==> src/inc/vcsa_pkg.sv <==
package vcsa_pkg;

  localparam int DATA_W  = 32;
  localparam int HALF_W  = 16;
  localparam int EXT_W   = 8;
  localparam int ADDR_W  = 8;
  localparam int FLAGS_W = 4;
  localparam int IRQ_W   = 3;
  localparam int SYNC_W  = 2;

  // byte offsets of the register map
  localparam logic [ADDR_W-1:0] OFS_SRC0    = 8'h00;
  localparam logic [ADDR_W-1:0] OFS_SRC1    = 8'h04;
  localparam logic [ADDR_W-1:0] OFS_CMD     = 8'h08;
  localparam logic [ADDR_W-1:0] OFS_RESULT  = 8'h0C;
  localparam logic [ADDR_W-1:0] OFS_ACC_LO  = 8'h10;
  localparam logic [ADDR_W-1:0] OFS_ACC_EXT = 8'h14;
  localparam logic [ADDR_W-1:0] OFS_FLAGS   = 8'h18;
  localparam logic [ADDR_W-1:0] OFS_IRQ_ST  = 8'h1C;
  localparam logic [ADDR_W-1:0] OFS_IRQ_MSK = 8'h20;

  // arithmetic flag positions
  localparam int FLG_ZERO   = 0;
  localparam int FLG_NEG    = 1;
  localparam int FLG_OVF    = 2;
  localparam int FLG_STICKY = 3;

  // interrupt status positions
  localparam int IRQ_DONE = 0;
  localparam int IRQ_SAT  = 1;
  localparam int IRQ_BAD  = 2;

  // reset values
  localparam logic [DATA_W-1:0]  WORD_RST  = 32'h0000_0000;
  localparam logic [EXT_W-1:0]   EXT_RST   = 8'h00;
  localparam logic [FLAGS_W-1:0] FLAGS_RST = 4'h0;
  localparam logic [IRQ_W-1:0]   IRQ_RST   = 3'h0;

  localparam logic [HALF_W-1:0] HALF_MAX = 16'h7FFF;
  localparam logic [HALF_W-1:0] HALF_MIN = 16'h8000;

  typedef enum logic [2:0] {
    VCSA_OP_DUAL_LEFT  = 3'h0,
    VCSA_OP_DUAL_RIGHT = 3'h1,
    VCSA_OP_ONE_LEFT   = 3'h2,
    VCSA_OP_ONE_RIGHT  = 3'h3,
    VCSA_OP_ABS        = 3'h4
  } vcsa_op_t;

endpackage

==> src/hw/vcsa_alu.sv <==
`timescale 1ns/1ps
module vcsa_alu (
  input  wire logic [2:0]  op,
  input  wire logic [31:0] src0,
  input  wire logic [31:0] src1,
  input  wire logic [31:0] acc_lo,
  input  wire logic [31:0] result_old,
  output logic      [31:0] result,
  output logic      [31:0] acc_next,
  output logic             dec_y,
  output logic             dec_z,
  output logic             zero_any,
  output logic             sat_any,
  output logic             op_valid
);

  logic [15:0] cs_max [2];
  logic        cs_dec [2];
  logic [15:0] ab_val [2];
  logic        ab_sat [2];
  logic        ab_zero [2];

  genvar g;
  generate
    for (g = 0; g < 2; g++) begin : g_half
      wire [31:0] src  = (g == 0) ? src0 : src1;
      wire [15:0] diff = src[31:16] - src[15:0];
      wire [15:0] ax   = src0[16*g +: 16];
      assign cs_dec[g] = !diff[15] && (diff != 16'h0000);
      assign cs_max[g] = cs_dec[g] ? src[31:16] : src[15:0];
      assign ab_sat[g]  = (ax == vcsa_pkg::HALF_MIN);
      assign ab_val[g]  = ab_sat[g] ? vcsa_pkg::HALF_MAX :
                          ax[15] ? 16'h0000 - ax : ax;
      assign ab_zero[g] = (ab_val[g] == 16'h0000);
    end
  endgenerate

  assign dec_y    = cs_dec[0];
  assign dec_z    = cs_dec[1];
  assign zero_any = ab_zero[0] | ab_zero[1];
  assign sat_any  = ab_sat[0] | ab_sat[1];

  always_comb begin
    result   = result_old;
    acc_next = acc_lo;
    op_valid = 1'b1;
    unique case (op)
      vcsa_pkg::VCSA_OP_DUAL_LEFT: begin
        result   = {cs_max[0], cs_max[1]};
        acc_next = {acc_lo[29:0], dec_z, dec_y};
      end
      vcsa_pkg::VCSA_OP_DUAL_RIGHT: begin
        result   = {cs_max[0], cs_max[1]};
        acc_next = {dec_y, dec_z, acc_lo[31:2]};
      end
      vcsa_pkg::VCSA_OP_ONE_LEFT: begin
        result   = {result_old[31:16], cs_max[0]};
        acc_next = {acc_lo[30:0], dec_y};
      end
      vcsa_pkg::VCSA_OP_ONE_RIGHT: begin
        result   = {result_old[31:16], cs_max[0]};
        acc_next = {dec_y, acc_lo[31:1]};
      end
      vcsa_pkg::VCSA_OP_ABS: begin
        result = {ab_val[1], ab_val[0]};
      end
      default: begin
        op_valid = 1'b0;
      end
    endcase
  end

endmodule // vcsa_alu

==> src/hw/vcsa_top.sv <==
`timescale 1ns/1ps
// Operation
// - dual: src0 max high, src1 max low
// - dual four operands, single one register
// - dual left: shift two, src1 bit1
// - dual right: shift two, src0 bit31
// - second source decision bit shifted first
// - single left: shift one, lsb decision
// - single right: shift one, bit31 decision
// - maximum by wrapped 16-bit difference sign
// - absolute value of both halves
// - non-negative passes, negative is negated
// - most negative half saturates to max
// - zero flag when any half zero
// - abs clears negative, rewrites zero and overflow
// - overflow flag when any half saturated
// - sticky overflow set with overflow
module vcsa_top (
  input  wire logic        clk,
  input  wire logic        rst_n,
  input  wire logic [7:0]  avs_address,
  input  wire logic        avs_read,
  input  wire logic        avs_write,
  input  wire logic [31:0] avs_writedata,
  input  wire logic [3:0]  avs_byteenable,
  output logic      [31:0] avs_readdata,
  output logic             avs_waitrequest,
  output logic             irq
);

  logic [1:0]  rst_sync_reg;
  wire         rst_ok = rst_sync_reg[1];

  logic [31:0] src0_reg;
  logic [31:0] src1_reg;
  logic [2:0]  cmd_reg;
  logic [31:0] result_reg;
  logic [31:0] acc_lo_reg;
  logic [7:0]  acc_ext_reg;
  logic [3:0]  flags_reg;
  logic [2:0]  irq_st_reg;
  logic [2:0]  irq_msk_reg;
  logic        wait_reg;
  logic [31:0] rdata_reg;
  logic        irq_reg;

  logic [31:0] alu_result;
  logic [31:0] alu_acc;
  logic        alu_dec_y;
  logic        alu_dec_z;
  logic        alu_zero;
  logic        alu_sat;
  logic        alu_valid;

  // reset released through two flops; assertion is still asynchronous
  always_ff @(posedge clk or negedge rst_n) begin
    if (!rst_n) begin
      rst_sync_reg <= 2'b00;
    end else begin
      rst_sync_reg <= {rst_sync_reg[0], 1'b1};
    end
  end

  // bus decode: a request is answered one cycle after it appears and
  // taken on the following edge, so every access costs two cycles
  wire take    = (avs_read | avs_write) & ~wait_reg;
  wire wr_take = avs_write & ~wait_reg;
  wire rd_take = avs_read & ~wait_reg;
  wire hit_src0 = (avs_address == vcsa_pkg::OFS_SRC0);
  wire hit_src1 = (avs_address == vcsa_pkg::OFS_SRC1);
  wire hit_cmd  = (avs_address == vcsa_pkg::OFS_CMD);
  wire hit_res  = (avs_address == vcsa_pkg::OFS_RESULT);
  wire hit_acc  = (avs_address == vcsa_pkg::OFS_ACC_LO);
  wire hit_ext  = (avs_address == vcsa_pkg::OFS_ACC_EXT);
  wire hit_flg  = (avs_address == vcsa_pkg::OFS_FLAGS);
  wire hit_ist  = (avs_address == vcsa_pkg::OFS_IRQ_ST);
  wire hit_msk  = (avs_address == vcsa_pkg::OFS_IRQ_MSK);

  wire [31:0] be_mask = {{8{avs_byteenable[3]}}, {8{avs_byteenable[2]}},
                         {8{avs_byteenable[1]}}, {8{avs_byteenable[0]}}};

  function automatic logic [31:0] merge(input logic [31:0] old_v,
                                        input logic [31:0] new_v,
                                        input logic [31:0] mask);
    merge = (old_v & ~mask) | (new_v & mask);
  endfunction

  wire [31:0] wd_src0 = merge(src0_reg, avs_writedata, be_mask);
  wire [31:0] wd_src1 = merge(src1_reg, avs_writedata, be_mask);
  wire [31:0] wd_acc  = merge(acc_lo_reg, avs_writedata, be_mask);

  // command write launches the operation; it needs byte lane 0
  wire cmd_wr   = wr_take & hit_cmd & avs_byteenable[0];
  wire op_fire  = cmd_wr & alu_valid;
  wire bad_cmd  = cmd_wr & ~alu_valid;
  wire is_abs   = (avs_writedata[2:0] == vcsa_pkg::VCSA_OP_ABS);
  wire abs_fire = op_fire & is_abs;
  wire cs_fire  = op_fire & ~is_abs;

  vcsa_alu u_alu (
    .op         (avs_writedata[2:0]),
    .src0       (src0_reg),
    .src1       (src1_reg),
    .acc_lo     (acc_lo_reg),
    .result_old (result_reg),
    .result     (alu_result),
    .acc_next   (alu_acc),
    .dec_y      (alu_dec_y),
    .dec_z      (alu_dec_z),
    .zero_any   (alu_zero),
    .sat_any    (alu_sat),
    .op_valid   (alu_valid)
  );

  wire [3:0] flags_abs = {flags_reg[vcsa_pkg::FLG_STICKY] | alu_sat,
                          alu_sat, 1'b0, alu_zero};
  wire [3:0] flags_sw  = avs_byteenable[0] ? avs_writedata[3:0] : flags_reg;
  wire [3:0] flags_next = abs_fire ? flags_abs :
                          (wr_take & hit_flg) ? flags_sw : flags_reg;

  // compare-select never touches flags or extension
  wire [7:0] ext_next = (wr_take & hit_ext & avs_byteenable[0]) ?
                        avs_writedata[7:0] : acc_ext_reg;
  wire [31:0] acc_next = cs_fire ? alu_acc :
                         (wr_take & hit_acc) ? wd_acc : acc_lo_reg;

  // events; a set in the same cycle as the read-clear wins
  wire [2:0] irq_ev  = {bad_cmd, abs_fire & alu_sat, op_fire};
  wire [2:0] irq_clr = (rd_take & hit_ist) ? 3'h7 : 3'h0;
  wire [2:0] irq_st_next = (irq_st_reg & ~irq_clr) | irq_ev;
  wire [2:0] msk_next = (wr_take & hit_msk & avs_byteenable[0]) ?
                        avs_writedata[2:0] : irq_msk_reg;

  wire [31:0] rd_mux =
    hit_src0 ? src0_reg :
    hit_src1 ? src1_reg :
    hit_cmd  ? {29'h0, cmd_reg} :
    hit_res  ? result_reg :
    hit_acc  ? acc_lo_reg :
    hit_ext  ? {24'h0, acc_ext_reg} :
    hit_flg  ? {28'h0, flags_reg} :
    hit_ist  ? {29'h0, irq_st_reg} :
    hit_msk  ? {29'h0, irq_msk_reg} : 32'h0000_0000;

  always_ff @(posedge clk or negedge rst_ok) begin
    if (!rst_ok) begin
      wait_reg  <= 1'b1;
      rdata_reg <= vcsa_pkg::WORD_RST;
    end else begin
      wait_reg <= ~((avs_read | avs_write) & wait_reg);
      if (avs_read & wait_reg) begin
        rdata_reg <= rd_mux;
      end
    end
  end

  always_ff @(posedge clk or negedge rst_ok) begin
    if (!rst_ok) begin
      src0_reg <= vcsa_pkg::WORD_RST;
      src1_reg <= vcsa_pkg::WORD_RST;
    end else begin
      if (wr_take & hit_src0) begin
        src0_reg <= wd_src0;
      end
      if (wr_take & hit_src1) begin
        src1_reg <= wd_src1;
      end
    end
  end

  always_ff @(posedge clk or negedge rst_ok) begin
    if (!rst_ok) begin
      cmd_reg    <= 3'h0;
      result_reg <= vcsa_pkg::WORD_RST;
    end else if (op_fire) begin
      cmd_reg    <= avs_writedata[2:0];
      result_reg <= alu_result;
    end
  end

  // extension is only ever written by software, never by ops
  always_ff @(posedge clk or negedge rst_ok) begin
    if (!rst_ok) begin
      acc_lo_reg  <= vcsa_pkg::WORD_RST;
      acc_ext_reg <= vcsa_pkg::EXT_RST;
      flags_reg   <= vcsa_pkg::FLAGS_RST;
    end else begin
      acc_lo_reg  <= acc_next;
      acc_ext_reg <= ext_next;
      flags_reg   <= flags_next;
    end
  end

  always_ff @(posedge clk or negedge rst_ok) begin
    if (!rst_ok) begin
      irq_st_reg  <= vcsa_pkg::IRQ_RST;
      irq_msk_reg <= vcsa_pkg::IRQ_RST;
      irq_reg     <= 1'b0;
    end else begin
      irq_st_reg  <= irq_st_next;
      irq_msk_reg <= msk_next;
      irq_reg     <= |(irq_st_next & msk_next);
    end
  end

  assign avs_waitrequest = wait_reg;
  assign avs_readdata    = rdata_reg;
  assign irq             = irq_reg;

  // check helpers, independent of the datapath
  wire [15:0] chk_ydiff = src0_reg[31:16] - src0_reg[15:0];
  wire [15:0] chk_zdiff = src1_reg[31:16] - src1_reg[15:0];
  wire        chk_y_up  = ~chk_ydiff[15] & (chk_ydiff != 16'h0000);
  wire        chk_z_up  = ~chk_zdiff[15] & (chk_zdiff != 16'h0000);
  wire [2:0]  fire_op   = avs_writedata[2:0];
endmodule // vcsa_top

==> config.mk <==
export PLATFORM = sky130hd
export DESIGN_NAME = vcsa_top
export DESIGN_NICKNAME = d
export VERILOG_FILES = /design/src/inc/vcsa_pkg.sv /design/src/hw/vcsa_alu.sv /design/src/hw/vcsa_top.sv
export SDC_FILE = /design/constraint.sdc
export NUM_CORES = 1
export LEC_CHECK = 0
export ABC_AREA = 1
export BUFFER_PORTS_ARGS = -buffer_cell sky130_fd_sc_hd__buf_2
export CORE_ASPECT_RATIO = 0.7
export CORE_UTILIZATION = 35
export DETAILED_ROUTE_END_ITERATION = 8
export PLACE_DENSITY = 0.53
export SLEW_MARGIN = 15
export SYNTH_ARGS = -nofsm -noshare
export SYNTH_HDL_FRONTEND = slang
export SYNTH_SLANG_ARGS = --single-unit
export TNS_END_PERCENT = 10
==> constraint.sdc <==
create_clock -name clk -period 13 [get_ports clk]
set_input_delay 0.65 -clock clk [delete_from_list [all_inputs] [get_ports clk]]
set_output_delay 0.65 -clock clk [all_outputs]
set_load 0.1 [all_outputs]
# Word-level counts from Yosys, hierarchy flattened
# Cells that the tools add are included.
# Widths: inputs -> output; s select.
# totals
rom_bits	0
latchBits	0
elab_cells	122
mem_count	0
ff_bits	185
ram_bits	0
in_bits	48
# op_classes
n_addsub	4
n_mux	25
n_bitwise	41
n_mul	0
reduce_logical	23
n_div	0
magnitude_cmp	0
shifts	0
n_eq_ne	15
# ops
operator	count
$mux 32	7
$and 32x32->32	4
$pmux 32 s4	1
$mux 16	6
$or 32x32->32	3
$pmux 32 s3	1
$eq 16x16->1 const B	2
$eq 8x5->1 const B	4
$logic_not 16->1	2
$not 32->32	1
$reduce_bool 16->1	2
$sub 1x16->16 const A	2
$sub 16x16->16	2
$and 1x1->1	20
$eq 8x4->1 const B	2
$mux 4	4
$mux 3	4
$eq 8x3->1 const B	1
$eq 8x6->1 const B	1
$logic_not 8->1	1
$mux 8	1
$reduce_bool 2->1	4
$and 3x3->3	2
$eq 3x2->1 const B	2
17 further kinds	29

# Longest topological paths before layout
# depth
depth_word	10
ltp_mapped	23
mapped_depth_nobuf	22

# Cells and area by module
# From an unflattened synthesis, not the netlist that was laid out.
# hier_totals
cells_unflattened	2086
hier_area_um2	13643.1
# modules_own_cells
module	seq_area_each_um2	cells_per_inst	n_inst	area_each_um2
vcsa_top	4630.7	1029	1	8435.6
vcsa_alu	0.0	1057	1	5207.5

# Worst setup path before layout
# OpenSTA, ideal clock, no wires.
# synth_timing
kind	reg2reg
from	register (tool-made name)
to	register result_reg[12]
setup_slack_ps	10489
stages_incl_launch_ff	23
required_time_ps	12887
setup_ps	113
t_arrival_ps	2398
cell_sequence	dfrtp_1 > inv_1 > ha_1 > fa_1 > inv_1 > nand2_1 > nand2_2 > nand2_1 > nand2_1 > nand3_1 > nor2_1 > nand2_1 > nor2_1 > nand3_1 > nor2_1 > nand2_2 > nand2_4 > buf_6 > nand2_1 > nand3_1 > nand3_1 > nand2_1 > inv_1
# synth_rtl
item	line	text
end signal, assigned	vcsa_top.sv:174	result_reg <= vcsa_pkg::WORD_RST;
end signal, assigned	vcsa_top.sv:177	result_reg <= alu_result;
end, declared	vcsa_top.sv:37	logic [31:0] result_reg;

==> impl_metrics.py <==
metrics = {
    "power": {
        "power_density_nw_per_um2": 94.3,
        "power_frac_clock_pct": 42.2,
        "switchingPower_w": 0.000425,
        "leakage_nw": 7.52,
        "intPower_w": 0.000930,
        "combPwrFrac_pct": 13.3,
        "switching_share_pct": 31.4,
        "peakVddDrop_v": 0.0000892,
        "p_seq_share_pct": 44.4,
    },
    "min_path": {
        "hp-class": "in -> reg",
    },
    "grt": {
        "grt_pass1_vias": 12644,
        "grt_pass1_wl_um": 79800,
        "grtUsageTotal_pct": 28.4,
        "grt-ovfl-total": 0,
        "grt_max_degree": 67,
        "antenna_found_initial": 2,
    },
    "setup_path": {
        "cp_top_family": "simple AND/OR/NAND/NOR gates",
        "cp_max_fo": 41,
        "cp_cell_sequence": "inv_1 > nand2_1 > nor2_1 > inv_1 > nor2_2 > inv_2 > nor2_4 > nand2_2 > inv_1 > o221ai_1 > a21oi_1",
        "cpMostUsedCell": "inv_1",
        "path_buf_inv": 4,
        "crit_path_top_delay_cell": "nor2_1",
        "worstSetupPathType": "reg -> reg",
        "max_stage_delay_ps": 760,
        "cp.arrival_ps": 4140,
        "crit_path_start_kind": "flop",
        "cp.required_ps": 13410,
        "cp-end-kind": "flop",
    },
    "floorplanning": {
        "core_um2": 36100,
        "initial_utilization_pct": 35.8,
        "dieArea_um2": 37800,
        "io_pins": 82,
        "die_h_um": 163,
        "die_x_um": 232,
        "row_count": 58,
    },
    "synthesis": {
        "netlist_top_cells_area": "dfrtp_1 36%, nand2_1 15%, inv_1 8.6%",
        "synth_nets": 2006,
        "yosys.area.top_type": "dfrtp_1",
        "ys_warn_count": 0,
        "netlist_area_um2": 12900,
        "synth.distinct_cells": 56,
        "yosysSeqAreaShare_pct": 35.8,
        "ys_ff_latch": 185,
        "synthCells": 1924,
        "synth_area_per_cell_um2": 6.73,
        "synth_top_area_share_pct": 35.6,
    },
    "routing": {
        "avgViaCountPerCell": 5.56,
        "antenna_left": 0,
        "drt_iter0_markers": 1763,
        "vias": 13688,
        "finalWirelength_um": 52900,
        "drc_errors": 0,
        "first_pass_iters": 6,
        "post_drt_wl_per_cell_um": 21.5,
    },
    "finish": {
        "area_growth_pct": 11.1,
        "drive_gt1_share_pct": 8.79,
        "filler_cell_count": 3920,
        "fin_util_pct": 39.8,
        "final_nets": 2049,
    },
    "sta": {
        "final-max-slew-violation-count": 0,
        "fmax_ghz": 0.268,
        "setup_ws_ps": 9270,
        "setup_viol": 0,
        "fin_skew_ps": 21.7,
        "tightestPinTransition_ps": 923,
        "tns_ps": 0,
        "rsz0062_at_grt": "false",
        "hold_violations": 0,
        "slew-limit-headroom_pct": 38.2,
        "finalCritPeriodShare_pct": 28.7,
        "layout_min_cycle_time_ps": 3730,
    },
    "clocking": {
        "insertion_delay_ps": 470,
        "numCtsBuffers": 17,
        "post_cts_resized": 0,
        "cts-root-buf": "clkbuf_16",
        "clock-sinks": 185,
        "cts_setup_buffers": 0,
        "clk_pin_slew_worst_paths_ps": 90,
        "htree_levels": 4,
        "cts_tree": "built",
        "clockBufferDepth": 2,
    },
    "place": {
        "dp_hpwl_um": 40900,
        "io_buffers": 81,
        "gp_congestion": 0.994,
        "pre_cts_ws_ps": 9110,
    },
    "run_status": {
        "status": "complete, no violations",
    },
    "run": {
        "maxCapViolCount": 0,
    },
}
==> cell type report <==
class / instances / area (um2) / share of cell area (%)
Tap cell: 480 / 601 / 4.18
Timing Repair Buffer: 96 / 520 / 3.62
Multi-Input combinational cell: 1362 / 6850 / 47.6
Clock buffer: 19 / 443 / 3.08
Inverter: 305 / 1140 / 7.96
Sequential cell: 185 / 4630 / 32.2
Antenna cell: 3 / 7.51 / 0.0522
Clock inverter: 13 / 179 / 1.24
==> metal layers <==
metal  global-route usage, %  routed length, um  vias up
met5                       0                  0        -
met4                    8.55               1180        0
met3                    6.95               5490       77
met2                    39.1              21100      749
met1                    43.0              25100     6448
li1                        -                  -     6414
==> power by group through the flow <==
stage | logic (W) | clock network (W) | registers (W)
after floorplan | 0.0000958 | 0 | 0.000625
after global placement | 0.000176 | 0 | 0.000614
after detailed placement | 0.000175 | 0 | 0.000614
after CTS | 0.000176 | 0.000577 | 0.000602
after global routing | 0.000196 | 0.000599 | 0.000604
final | 0.000181 | 0.000573 | 0.000603
==> cells by family (layout without fill, tap and decap cells) <==
family | Yosys count | count (layout) | synth area share [%]
flops | 185 | 185 | 35.8
other cells | 1 | 4 | 0.0290
simple gates | 914 | 914 | 29.9
fa+ha+maj | 34 | 34 | 3.40
compound gates | 395 | 395 | 18.3
buf+inv | 377 | 433 | 11.3
mux | 1 | 1 | 0.0870
xor+xnor | 17 | 17 | 1.15
==> metrics by stage <==
stage	cells	hold WS, ps	instance area (um2)	power [W]
floorplan	1924	331	12900	0.000720
global route	2460	350	14400	0.00140
global placement	2427	338	13700	0.000790
detailed placement	2427	343	13700	0.000789
finish	2463	337	14400	0.00136
CTS	2460	326	14400	0.00136
==> cells in the mapped netlist (all sizes together) <==
cell and instances:
a211oi 2, a21oi 95, a221oi 42, a22o 2, a22oi 30, a311oi 1, a31oi 9, a32o 1
a32oi 2, a41oi 1, and2 3, buf 22, clkbuf 50, clkinv 1, conb 1, dfrtp 184
dfstp 1, fa 2, ha 32, inv 304, mux2 1, nand2 511, nand3 178, nand3b 3
nand4 20, nor2 169, nor3 16, nor3b 1, nor4 4, o2111ai 1, o211ai 12, o21a 2
o21ai 160, o21bai 1, o221ai 5, o22ai 27, o31ai 2, or2 9, xnor2 2, xor2 15
==> what timing repair did <==
item | CTS | global route
endpoints found under the setup margin | 0 | 0
hold endpoints to repair | 2 | 0
hold buffers | 1 | 0
==> path summary, 6_finish.rpt <==
path	endpoint	slack [ps]	startpoint	cells past startpoint
worst max-delay path	flop	9270	avs_waitrequest$_DFF_PN1_	11
worst min-delay path	avs_waitrequest$_DFF_PN1_	340	avs_write	2
worst max register to register	flop	9270	avs_waitrequest$_DFF_PN1_	11
worst min register to register	rst_sync_reg[1]$_DFF_PN0_	350	rst_sync_reg[0]$_DFF_PN0_	0
max in group asynchronous	async pin	10310	rst_sync_reg[1]$_DFF_PN0_	2
min in group asynchronous	irq$_DFF_PN0_	400	rst_sync_reg[1]$_DFF_PN0_	0
==> worst reg2reg max path: cells and delay by family, from the launching register on <==
| kind | cells | cell delay (ps) |
|---|---|---|
| flops | 1 | 390 |
| compound gates | 2 | 400 |
| buf+inv | 4 | 880 |
| simple gates | 5 | 2010 |
==> layout by cell type, fill, tap and decap left out, types with 19 or more instances in the layout <==
cell type,count
o22ai_1,27
inv_1,296
o21ai_0,155
buf_2,81
a221oi_1,41
nand3_1,177
nand4_1,19
nor2_1,162
dfrtp_1,183
a21oi_1,91
ha_1,32
nand2_1,500
a22oi_1,30
Power figures use the tool's default switching activity.
